==> src/hdl/sideband_pkg.sv <==
`default_nettype none
package sideband_pkg;
  // timing
  localparam int unsigned CLK_PERIOD_NS = 10;
  localparam int unsigned BLINK_HALF_MS = 50;
  localparam int unsigned BLINK_HALF_CYC = BLINK_HALF_MS * 1000000 / CLK_PERIOD_NS;
  localparam int unsigned BLINK_W = 24;
  localparam int unsigned ACT_HOLD_CYC = 16;
  localparam int unsigned ACT_W = 5;
  localparam int unsigned RST_PULSE_CYC = 1;
  // lamp option encoding
  localparam logic [1:0] LAMPS_BOTH = 2'h0;
  localparam logic [1:0] LAMPS_SIGNAL_ONLY = 2'h1;
  // pair direction flags
  localparam logic PAIR_DRIVE = 1'h1;
  localparam logic PAIR_RECEIVE = 1'h0;

  typedef enum logic [1:0] {
    CTL_ABSENT = 2'b00,
    CTL_PRESENT = 2'b01,
    CTL_LOST = 2'b11
  } presence_e;

  typedef struct packed {
    logic signal_present;
    logic pair_one_traffic;
    logic pair_two_traffic;
  } link_status_s;

  typedef struct packed {
    logic link_presence_lamp;
    logic activity_lamp;
  } lamps_s;

  typedef struct packed {
    logic pair_one_drive;
    logic pair_two_drive;
  } pair_dir_s;
endpackage
`default_nettype wire

==> src/hdl/blink_gen.sv <==
`default_nettype none
module blink_gen (
  // clocking
  input wire logic ref_clk,
  input wire logic resetn,
  input wire logic clk_en,
  // divider
  input wire logic [sideband_pkg::BLINK_W-1:0] half_period,
  // phase
  output logic phase
);
  typedef struct packed {
    logic [sideband_pkg::BLINK_W-1:0] cnt;
    logic phase;
  } blink_s;
  blink_s st_reg, st_next;

  always_comb begin
    st_next = st_reg;
    if (st_reg.cnt == '0) begin
      st_next.cnt = (half_period == '0) ? '0 : half_period - 1'b1;
      st_next.phase = ~st_reg.phase;
    end else begin
      st_next.cnt = st_reg.cnt - 1'b1;
    end
  end

  always_ff @(posedge ref_clk) begin
    if (!resetn) begin
      st_reg <= '0;
    end else if (clk_en) begin
      st_reg <= st_next;
    end
  end

  assign phase = st_reg.phase;
endmodule
`default_nettype wire

==> src/hdl/drive_port_status_sideband.sv <==
`default_nettype none
module drive_port_status_sideband (
  // clocking
  input wire logic ref_clk,
  input wire logic resetn,
  input wire logic clk_en,
  // configuration
  input wire logic [1:0] lamp_option,
  input wire logic mdix_mode,
  input wire logic [sideband_pkg::BLINK_W-1:0] blink_half_period,
  // link status from phy
  input wire sideband_pkg::link_status_s link_status,
  // controller sideband
  input wire logic ctl_sense,
  input wire logic ctl_reset,
  // lamps
  output sideband_pkg::lamps_s lamps,
  // port events and status
  output logic port_reset_ind,
  output logic nexus_loss,
  output logic ctl_present,
  output logic drive_sense,
  // pair direction and autonegotiation
  output sideband_pkg::pair_dir_s pair_dir,
  output logic serial_tx_enable,
  output logic autoneg_enable
);
  typedef struct packed {
    sideband_pkg::presence_e pres;
    logic [sideband_pkg::ACT_W-1:0] act_hold;
    logic rst_seen;
    sideband_pkg::lamps_s lamps;
    logic reset_ind;
    logic loss;
    sideband_pkg::pair_dir_s dir;
  } state_s;
  state_s st_reg, st_next;
  logic blink;
  logic traffic;
  logic active;

  blink_gen u_blink (
    .ref_clk(ref_clk),
    .resetn(resetn),
    .clk_en(clk_en),
    .half_period(blink_half_period),
    .phase(blink)
  );

  function automatic logic present_state(input sideband_pkg::presence_e p);
    present_state = (p == sideband_pkg::CTL_PRESENT);
  endfunction

  assign traffic = link_status.pair_one_traffic | link_status.pair_two_traffic;
  // activity stretched so short bursts still blink visibly
  assign active = traffic || (st_reg.act_hold != '0);

  always_comb begin
    st_next = st_reg;
    st_next.reset_ind = 1'b0;
    st_next.loss = 1'b0;
    if (traffic) begin
      st_next.act_hold = sideband_pkg::ACT_W'(sideband_pkg::ACT_HOLD_CYC);
    end else if (st_reg.act_hold != '0) begin
      st_next.act_hold = st_reg.act_hold - 1'b1;
    end
    case (st_reg.pres)
      sideband_pkg::CTL_ABSENT: begin
        if (ctl_sense) begin
          st_next.pres = sideband_pkg::CTL_PRESENT;
        end
      end
      sideband_pkg::CTL_PRESENT: begin
        if (!ctl_sense) begin
          st_next.pres = sideband_pkg::CTL_LOST;
        end
      end
      sideband_pkg::CTL_LOST: begin
        st_next.pres = ctl_sense ? sideband_pkg::CTL_PRESENT : sideband_pkg::CTL_ABSENT;
      end
      default: begin
        st_next.pres = sideband_pkg::CTL_ABSENT;
      end
    endcase
    st_next.rst_seen = ctl_reset;
    if (ctl_reset && !st_reg.rst_seen) begin
      st_next.reset_ind = 1'b1;
    end
    // nexus loss on presence drop or reset
    if ((present_state(st_reg.pres) && !ctl_sense) || (ctl_reset && !st_reg.rst_seen)) begin
      st_next.loss = 1'b1;
    end
    // lamps are active high here; the open-collector pad inverts
    if (lamp_option == sideband_pkg::LAMPS_SIGNAL_ONLY) begin
      // single lamp combines presence and traffic
      st_next.lamps.activity_lamp = 1'b0;
      if (!link_status.signal_present) begin
        st_next.lamps.link_presence_lamp = 1'b0;
      end else if (!active) begin
        st_next.lamps.link_presence_lamp = 1'b1;
      end else begin
        st_next.lamps.link_presence_lamp = blink;
      end
    end else begin
      st_next.lamps.link_presence_lamp = link_status.signal_present;
      st_next.lamps.activity_lamp = active ? blink : 1'b0;
    end
    st_next.dir.pair_one_drive = mdix_mode ? sideband_pkg::PAIR_RECEIVE : sideband_pkg::PAIR_DRIVE;
    st_next.dir.pair_two_drive = mdix_mode ? sideband_pkg::PAIR_DRIVE : sideband_pkg::PAIR_RECEIVE;
  end

  always_ff @(posedge ref_clk) begin
    if (!resetn) begin
      st_reg <= '0;
    end else if (clk_en) begin
      st_reg <= st_next;
    end
  end

  assign lamps = st_reg.lamps;
  assign port_reset_ind = st_reg.reset_ind;
  assign nexus_loss = st_reg.loss;
  assign ctl_present = present_state(st_reg.pres);
  assign pair_dir = st_reg.dir;
  // drive presence asserted while out of reset
  assign drive_sense = resetn;
  // we transmit on our own serial pair whenever out of reset
  assign serial_tx_enable = resetn;
  assign autoneg_enable = 1'b1;
endmodule
`default_nettype wire

==> config.mk <==
export PLATFORM = sky130hd
export DESIGN_NAME = drive_port_status_sideband
export DESIGN_NICKNAME = d
export VERILOG_FILES = /design/src/hdl/sideband_pkg.sv /design/src/hdl/blink_gen.sv /design/src/hdl/drive_port_status_sideband.sv
export SDC_FILE = /design/constraint.sdc
export NUM_CORES = 1
export LEC_CHECK = 0
export ABC_AREA = 0
export BUFFER_PORTS_ARGS = -buffer_cell sky130_fd_sc_hd__buf_2
export CAP_MARGIN = 20
export CELL_PAD_IN_SITES_DETAIL_PLACEMENT = 1
export CELL_PAD_IN_SITES_GLOBAL_PLACEMENT = 1
export CORE_MARGIN = 2
export CORE_UTILIZATION = 35
export DETAILED_ROUTE_END_ITERATION = 8
export HOLD_SLACK_MARGIN = 0.15
export PLACE_DENSITY = 0.66
export SLEW_MARGIN = 25
export SYNTH_ARGS = -nofsm -noshare
export SYNTH_HDL_FRONTEND = slang
export SYNTH_SLANG_ARGS = --single-unit
==> constraint.sdc <==
create_clock -name ref_clk -period 3.7 [get_ports ref_clk]
set_clock_uncertainty 0.2 [all_clocks]
set_input_delay 0.185 -clock ref_clk [delete_from_list [all_inputs] [get_ports ref_clk]]
set_output_delay 0.185 -clock ref_clk [all_outputs]
set_load 0.005 [all_outputs]
==> results of run 1 <==
[worst register-to-register path: cells and delay by family, from the launching register on]
kind	cells	cell delay [ns]
flip-flops	1	0.32
AND/OR/NAND/NOR	4	1.60
AO/OA/AOI/OAI	2	0.46
adder cells (fa/ha/maj)	1	0.17
buffers and inverters	2	0.66
[area by class of cell]
type	instances	area share
clock buffers	7	0.02346
clock inverters	1	0.001538
inverters	10	0.01154
multi-input cells	271	0.5323
flip-flops and latches	39	0.2400
well taps	99	0.03808
repair buffers	73	0.1531
[cell usage after synthesis (3+ instances only)]
library cell / count / share of area
dfxtp_1: 39 / 0.29
nor2_1: 37 / 0.052
nor3_1: 25 / 0.047
nand2_1: 23 / 0.032
o21ai_0: 19 / 0.036
xnor2_1: 16 / 0.052
a21oi_1: 14 / 0.026
nor4_1: 14 / 0.033
xor2_1: 14 / 0.046
clkbuf_1: 12 / 0.017
inv_1: 9 / 0.013
nand2b_1: 8 / 0.019
nand3_1: 8 / 0.015
or3_1: 8 / 0.019
buf_4: 7 / 0.020
ha_1: 6 / 0.028
mux2i_1: 6 / 0.022
o211a_1: 6 / 0.022
o221ai_1: 6 / 0.020
or4_1: 6 / 0.017
buf_2: 5 / 0.0094
nor4b_1: 4 / 0.013
o221a_2: 4 / 0.017
o22ai_1: 4 / 0.0094
a31oi_1: 3 / 0.0070
and3_1: 3 / 0.0070
nand3b_1: 3 / 0.0084
nor2b_1: 3 / 0.0070
or2_2: 3 / 0.0070
[path summary, 6_finish.rpt]
kind                                endpoint                            start  cells past startpoint
max          u_blink.st_reg[21]$_SDFFE_PN0P_   u_blink.st_reg[1]$_SDFFE_PN0P_                      9
min          u_blink.st_reg[14]$_SDFFE_PN0P_            blink_half_period[12]                      4
min reg2reg  u_blink.st_reg[20]$_SDFFE_PN0P_  u_blink.st_reg[20]$_SDFFE_PN0P_                      2
max reg2reg  u_blink.st_reg[21]$_SDFFE_PN0P_   u_blink.st_reg[1]$_SDFFE_PN0P_                      9
[report_power, final]
group	leakage, nW	switching [mW]	internal [mW]
combinational	0.913	0.277	0.224
sequential	0.320	0.0556	0.471
clock	0.0422	0.158	0.133
[metal layers]
| metal | routed length [µm] | part of all wire | track usage |
|---|---|---|---|
| met5 | 0 | 0 | 0 |
| met3 | 307 | 0.036 | 0.02822 |
| met4 | 113 | 0.013 | 0.06313 |
| met1 | 3934 | 0.46 | 0.2835 |
| met2 | 4106 | 0.49 | 0.3426 |
[cell usage in the layout (no fill, tap or decap), types with 2 or more instances in the layout]
master         Yosys  layout
o221a_2            4       4
o21ai_0           19      19
xnor2_1           16      16
nand3_1            8       8
inv_1              9       9
nor4b_1            4       4
buf_4              7       7
o21a_1             2       2
or3_1              8       8
a21oi_1           14      14
buf_2              5      43
o211a_1            6       6
dlygate4sd3_1      0      23
or4_1              6       6
nor3_1            25      25
xor2_1            14      14
nor2b_1            3       3
nand2b_1           8       7
nand3b_1           3       3
o22ai_1            4       4
dfxtp_1           39      39
and3_1             3       3
clkbuf_1          12       2
nand2_1           23      23
o21bai_1           2       2
nor2_1            37      37
or2_2              3       3
and2_1             2       2
a31oi_1            3       3
a32oi_1            2       2
o221ai_1           6       6
a211oi_1           2       2
nor4_1            14      14
mux2i_1            6       6
ha_1               6       6
clkbuf_8           0       5
[kinds of logic after synthesis]
kind of cell    Yosys count  share of synthesized area
flops                    39                     0.2924
xor+xnor                 30                    0.09841
simple gates            153                     0.3004
compound gates           75                     0.1968
mux                       6                    0.02249
fa+ha+maj                 6                    0.02812
other cells               1                   0.001404
buf+inv                  34                    0.05998
[per-stage QoR]
step                      hold WS, ns  instance area [µm²]  cells  utilization  worst slack [ns]
after floorplan                0.1322                 2670    344            -            0.8087
after global placement         0.2411                 2939    469       0.4009            0.6961
after detailed placement       0.2537                 2939    469       0.4009            0.5847
after CTS                      0.1539                 3251    500       0.4434            0.1577
after global routing           0.1910                 3253    500       0.4438           0.04333
final                          0.1569                 3253    500       0.4438            0.2486
[repair_timing]
action | in CTS | in global routing
setup endpoints to repair | 0 | 1
resized for setup | 0 | 2
hold buffers | 23 | 0
endpoints found under the hold margin | 22 | 0
==> results_dict.tcl, run 1 <==
set metrics [dict create \
    cpLargestDelayFamily "simple AND/OR/NAND/NOR gates" \
    largest_reg_flops 24 \
    syn_area_per_cell_um2 7.762 \
    crit_type "reg2reg" \
    overflow 0 \
    num_antenna_cells 0 \
    vias_per_cell 5.584 \
    p_leak_nw 1.275 \
    hold_class "in2reg" \
    grt_start_max_net_pins 33 \
    cpPeakStageDelay_ns 0.58 \
    required_ns 3.75 \
    cts_tree "built" \
    rows 31 \
    rsz0062_at_grt "no" \
    ys_types 53 \
    worst_setup_path_end_kind "register" \
    path_cells "inv_1 -> ha_1 -> or4b_2 -> or4_4 -> or2_1 -> a21o_4 -> nand2b_2 -> o21ai_0 -> dlygate4sd3_1" \
    grt_first_pass_wirelength_mm 14.03 \
    outcome "completed" \
    r2r_slack_ns 0.25 \
    hpwl_mm 5.902 \
    worst_pin_slew_ns 0.8397 \
    hold_violations 0 \
    finalSetupViolCount 0 \
    ys_seq_area_frac 0.2924 \
    cts_buffer_depth 2 \
    clkTransAtPathRegs_ns 0.09 \
    max-cap-violations 0 \
    multi_input_area_mm2 0.001732 \
    wire_per_inst_um 16.92 \
    cts_sinks 39 \
    first_pass_iters 4 \
    synth-edff-count 0 \
    power_density_mw_per_mm2 405.1 \
    ios 45 \
    cts-root-buf "clkbuf_8" \
    peakVddDrop_uv 180.0 \
    grt_usage 0.2083 \
    max_freq_ghz 0.2897 \
    drc 0 \
    min_period_ns 3.451 \
    synthCells 344 \
    antenna_found_initial 0 \
    cts-htree-levels 2 \
    drive_above_1_share 0.1696 \
    fin_total_pwr_mw 1.318 \
    die_area_mm2 0.008343 \
    post_cts_buffers 0 \
    critPathLaunchType "register" \
    syn_area_mm2 0.002670 \
    vias 2792 \
    slew_headroom 0.4396 \
    cts_inserted_buffers 5 \
    crit_buf_inv 2 \
    wl_mm 8.462 \
    seq_area_um2 780.7 \
    die_x_um 91.34 \
    crit_arrival_ns 3.50 \
    core_mm2 0.007331 \
    die_h_um 91.34 \
    drt_iter0_drc 126 \
    ys_warn_count 0 \
    port_buffers 43 \
    place_congestion 0.8342 \
    nets 441 \
    worst_path_max_delay_cell "or4b_2" \
    ys_seq_elements 39 \
    worstPathMaxFanout 17 \
    fin_crit_sh 0.9328 \
    postRouteAntennaNets 0 \
    final.setup.tns_ns 0 \
    syn_nets 385 \
    num-fill-cells 915 \
    clk_latency_ns 0.30 \
    area_growth_pct 21.84 \
    synthArstFlopShare 0 \
    slew_violations 0 \
    synth_top_flop_cell "dfxtp_1" \
    grt_pass1_vias 2753 \
    initial_core_util 0.3642 \
]
No activity file was read; power rests on OpenSTA's default activity.
==> inputs of run 2 (changes only) <==
Settings changed: REMOVE_ABC_BUFFERS set to 1.
==> results_dict.tcl, run 2 (synthesis gave the netlist of run 1 again) <==
set metrics [dict create \
    outcome "completed" \
    grt_pass1_vias 2784 \
    grt_start_max_net_pins 29 \
    port_buffers 43 \
    path_cells "inv_1 -> ha_1 -> or4b_2 -> or4_4 -> or2_0 -> a21o_4 -> nand2b_1 -> o21ai_0" \
    cpPeakStageDelay_ns 0.59 \
    max-cap-violations 0 \
    slew_violations 0 \
    finalSetupViolCount 0 \
    wl_met1_mm 3.858 \
    worstPathMaxFanout 17 \
    slew_headroom 0.4479 \
    p_leak_nw 1.260 \
    die_area_mm2 0.008343 \
    worst_pin_slew_ns 0.8206 \
    cpLargestDelayFamily "simple AND/OR/NAND/NOR gates" \
    vias_per_cell 5.522 \
    met3_length_um 261 \
    peakVddDrop_uv 147.5 \
    max_freq_ghz 0.3187 \
    hold_class "in2reg" \
    cts_inserted_buffers 5 \
    power_density_mw_per_mm2 407.6 \
    critPathLaunchType "register" \
    hold_violations 0 \
    die_h_um 91.34 \
    clkTransAtPathRegs_ns 0.09 \
    fin_crit_sh 0.8481 \
    worst_path_max_delay_cell "or4b_2" \
    initial_core_util 0.3642 \
    cts-root-buf "clkbuf_8" \
    dp.cells 469 \
    drive_above_1_share 0.1729 \
    cts_buffer_depth 2 \
    clk_latency_ns 0.30 \
    core_mm2 0.007331 \
    cts_resized 0 \
    first_pass_iters 4 \
    num_antenna_cells 0 \
    vias 2750 \
    cts_sinks 39 \
    die_x_um 91.34 \
    crit_buf_inv 1 \
    hpwl_mm 6.045 \
    grt_first_pass_wirelength_mm 13.87 \
    min_period_ns 3.138 \
    nets 439 \
    crit_arrival_ns 3.16 \
    top_layer_used "met4" \
    worst_setup_path_end_kind "register" \
    overflow 0 \
    antenna_found_initial 0 \
    final_cell_mix "43 x buf_2, 39 x dfxtp_1, 37 x nor2_1, 25 x nor3_1, 23 x nand2_1" \
    cts_tree "built" \
    rsz0062_at_grt "no" \
    rows 31 \
    area_growth_pct 21.27 \
    place_congestion 0.8210 \
    stdcell_count 498 \
    largest_reg_flops 24 \
    wl_met2_mm 4.011 \
    cts-htree-levels 2 \
    wl_mm 8.323 \
    fin_total_pwr_mw 1.320 \
    crit_type "reg2reg" \
    drc 0 \
    postRouteAntennaNets 0 \
    ios 45 \
    required_ns 3.72 \
    grt_usage 0.2079 \
    drt_iter0_drc 90 \
    wire_per_inst_um 16.71 \
    final.setup.tns_ns 0 \
    final_common_cell "buf_2" \
]
==> run 2: metal layers <==
| layer | vias up | track usage |
|---|---|---|
| met5 | - | 0 |
| met4 | 0 | 0.06944 |
| met3 | 17 | 0.02988 |
| met2 | 60 | 0.3623 |
| met1 | 1322 | 0.2621 |
| li1 | 1351 | - |
==> run 2: through the flow <==
stage	hold WS, ns	utilization	cell area (µm²)	setup slack, ns
6_report	0.1499	0.4417	3238	0.5619
5_1_grt	0.1659	0.4417	3238	0.3616
4_1_cts	0.1522	0.4417	3238	0.5581
3_5_place_dp	0.2490	0.4009	2939	0.5918
3_3_place_gp	0.2348	0.4009	2939	0.6976
2_1_floorplan	0.1025	-	2547	0.6910
==> run 2: area by class of cell <==
type                    instances  area, µm²
fillers                       930       4093
multi-input cells             271       1729
flip-flops and latches         39      780.7
repair buffers                 71      478.0
well taps                      99      123.9
clock buffers                   5      68.82
inverters                      10      37.54
clock inverters                 3      20.02
==> run 2: final timing paths <==
path / slack [ns] / startpoint / depth (start not counted) / to
min: 0.15 / resetn / 2 / u_blink.st_reg[3]$_SDFFE_PN0P_
max: 0.56 / u_blink.st_reg[1]$_SDFFE_PN0P_ / 8 / u_blink.st_reg[21]$_SDFFE_PN0P_
max reg2reg: 0.56 / u_blink.st_reg[1]$_SDFFE_PN0P_ / 8 / u_blink.st_reg[21]$_SDFFE_PN0P_
min reg2reg: 0.29 / lamps[0]$_SDFFE_PN0P_ / 2 / lamps[0]$_SDFFE_PN0P_
==> run 2: repair_timing <==
item | in CTS | in global routing
hold endpoints to repair | 21 | 0
setup buffers | 0 | 0
hold buffers | 21 | 0
==> run 2: where the power goes <==
| part | switching [mW] | internal [mW] |
|---|---|---|
| Sequential | 0.0551 | 0.471 |
| Combinational | 0.275 | 0.221 |
| Clock | 0.166 | 0.131 |
==> inputs of run 3 (changes only) <==
Settings changed: ABC_AREA 0 to 1, PLACE_DENSITY 0.66 to 0.69.
Clock period 3.7 ns to 3 ns, I/O delays scaled along.
==> results_dict.tcl, run 3 <==
set metrics [dict create \
    outcome "completed" \
    drc 0 \
    initial_core_util 0.3646 \
    rows 34 \
    grt_pass1_vias 3664 \
    crit_type "in2reg" \
    slew_violations 0 \
    wl_mm 10.76 \
    top_layer_used "met4" \
    required_ns 3.05 \
    cts_sinks 39 \
    hpwl_mm 7.998 \
    worstPathMaxFanout 8 \
    vias_per_cell 5.104 \
    die_area_mm2 0.009955 \
    yosys-top-cells-area "dfxtp_1 24%, nand2_1 15%, nor2_1 11%, inv_1 7.4%, nand3_1 7.0%" \
    synth.most_common_cell "nand2_1" \
    grt_usage 0.2269 \
    first_pass_iters 4 \
    worst_slack_ns 0.3975 \
    place_congestion 0.8586 \
    power_density_mw_per_mm2 376.5 \
    final.setup.tns_ns 0 \
    antenna_found_initial 0 \
    port_buffers 43 \
    ys_seq_elements 39 \
    cpMostUsedCell "dlygate4sd3_1" \
    wl_met2_mm 5.312 \
    cpPeakStageDelay_ns 0.60 \
    worst_pin_slew_ns 0.7449 \
    wl_met1_mm 5.135 \
    rr_worst_depth 8 \
    die_x_um 99.78 \
    synthCells 536 \
    worst_path_max_delay_cell "dlygate4sd3_1" \
    num_antenna_cells 0 \
    drt_iter0_drc 136 \
    hold_end "u_blink.st_reg[14]$_SDFFE_PN0P_" \
    p_leak_nw 1.794 \
    path_cells "dlygate4sd3_1 -> buf_2 -> nor2_1 -> dlygate4sd3_1 -> nand3_1 -> nand2_1 -> inv_1 -> nand3_1 -> o211ai_1 -> dlygate4sd3_1 -> inv_1" \
    cts-root-buf "clkbuf_8" \
    largest_reg_flops 24 \
    cts_buffer_depth 2 \
    cp-startpoint "link_status[1]" \
    hold_depth 6 \
    final_cell_mix "128 x nand2_1, 92 x nor2_1, 63 x inv_1, 45 x nand3_1" \
    ys_warn_count 0 \
    critPathLaunchType "primary input" \
    ys_types 31 \
    crit_buf_inv 6 \
    die_h_um 99.78 \
    post-place-ws_ns 0.7785 \
    synthArstFlopShare 0 \
    reg2reg_to "u_blink.st_reg[2]$_SDFFE_PN0P_" \
    postRouteAntennaNets 0 \
    synth-edff-count 0 \
    finalSetupViolCount 0 \
    met3_length_um 247 \
    final_common_cell "nand2_1" \
    min-delay-start "blink_half_period[13]" \
    peakVddDrop_uv 181.5 \
    min_period_ns 2.602 \
    nets 642 \
    cts_inserted_buffers 5 \
    vias 3624 \
    rsz0062_at_grt "no" \
    drive_above_1_share 0.1279 \
    yosysTopAreaCell "dfxtp_1" \
    clk_latency_ns 0.30 \
    overflow 0 \
    core_mm2 0.008806 \
    synth_top_flop_cell "dfxtp_1" \
    clkTransAtPathRegs_ns 0.08 \
    hold_violations 0 \
    cts-htree-levels 2 \
    cpLargestDelayFamily "buffers and inverters" \
    syn_area_mm2 0.003211 \
    grt_start_max_net_pins 41 \
    slew_headroom 0.5028 \
    grt_first_pass_wirelength_mm 18.04 \
    regToRegStartpoint "u_blink.st_reg[19]$_SDFFE_PN0P_" \
    wire_per_inst_um 15.15 \
    cts_tree "built" \
    crit_arrival_ns 2.66 \
    area_growth_pct 19.29 \
    syn_area_per_cell_um2 5.990 \
    ios 45 \
    max_freq_ghz 0.3843 \
    r2r_slack_ns 0.77 \
    fin_crit_sh 0.8675 \
    synth_top_cells_by_count "128 x nand2_1, 92 x nor2_1, 63 x inv_1, 45 x nand3_1, 43 x a21oi_1" \
    worst_setup_path_end_kind "register" \
    synth_top_area_share 0.2432 \
    ys_seq_area_frac 0.2432 \
    max-cap-violations 0 \
    hold_class "in2reg" \
]
==> run 3: cell count changes in the layout (fill, tap and decap cells not counted), moves of 9 or more <==
cell           previous run  this run
inv_1                     9        63
nor2_2                    0        10
nand4_1                   0        12
nor2_1                   37        92
a21oi_1                  14        43
nor4_1                   14         0
dlygate4sd3_1            21        33
nand3_1                   8        45
nand3_2                   0         9
nor3_1                   25         3
xnor2_1                  16         7
nand2_1                  23       128
==> run 3: worst register-to-register path: cells and delay by family (launching register included) <==
kind / cells / cell delay, ns
flip-flops: 1 / 0.36
buffers and inverters: 1 / 0.14
AND/OR/NAND/NOR: 6 / 1.34
AO/OA/AOI/OAI: 1 / 0.13
==> run 3: power by group <==
| group | switching [mW] | total, mW | internal (mW) | leakage, nW |
|---|---|---|---|---|
| Clock | 0.200 | 0.364 | 0.164 | 0.0422 |
| Sequential | 0.0419 | 0.601 | 0.559 | 0.323 |
| Combinational | 0.298 | 0.478 | 0.180 | 1.43 |
| Total | 0.540 | 1.44 | 0.902 | 1.79 |
==> run 3: timing repair <==
action | in CTS | in global routing
endpoints found under the hold margin | 32 | 0
setup buffers | 0 | 0
hold buffers | 33 | 0
resized for setup | 0 | 0
==> run 3: how the worst max path moves through the flow <==
| stage | end | slack [ns] | depth (start not counted) |
|---|---|---|---|
| 6_report | lamps[1]$_SDFFE_PN0P_ | 0.40 | 11 |
| 4_1_cts | lamps[1]$_SDFFE_PN0P_ | 0.45 | 11 |
| 2_1_floorplan | u_blink.st_reg[12]$_SDFFE_PN0P_ | 1.17 | 10 |
| 3_3_place_gp | u_blink.st_reg[2]$_SDFFE_PN0P_ | 0.86 | 8 |
| 5_1_grt | lamps[1]$_SDFFE_PN0P_ | 0.23 | 11 |
| 3_5_place_dp | u_blink.st_reg[2]$_SDFFE_PN0P_ | 0.78 | 9 |
==> run 3: logic make-up after synthesis <==
group / Yosys count / synth area share
and+or+nand+nor: 310 / 0.4283
buffers and inverters: 83 / 0.1228
AOI/OAI and AO/OA: 76 / 0.1239
DFF: 39 / 0.2432
xor gates and xnor gates: 21 / 0.05729
adders and majority gates: 6 / 0.02338
other: 1 / 0.001168
==> run 3: metal layers <==
| layer | up-vias | global-route usage |
|---|---|---|
| li1 | 1828 | - |
| met1 | 1746 | 0.3009 |
| met2 | 42 | 0.4018 |
| met3 | 8 | 0.02925 |
| met4 | 0 | 0.03583 |
| met5 | - | 0 |
==> run 3: layout make-up <==
type | count | area, µm²
Sequential cell | 39 | 780.7
Fill cell | 1219 | 4976
Multi-Input combinational cell | 414 | 2036
Tap cell | 108 | 135.1
Timing Repair Buffer | 78 | 560.5
Clock inverter | 1 | 5.005
Inverter | 63 | 236.5
Clock buffer | 7 | 76.32
==> run 3: through the flow <==
step	power, mW	instance area (µm²)	util	instances	hold WS [ns]
final	1.442	3830	0.4349	710	0.1579
after global routing	1.544	3830	0.4349	710	0.2096
after CTS	1.448	3830	0.4349	710	0.1662
after detailed placement	1.051	3418	0.3882	669	0.1593
after global placement	1.036	3418	0.3882	669	0.1489
after floorplan	0.9008	3053	-	516	0.03936
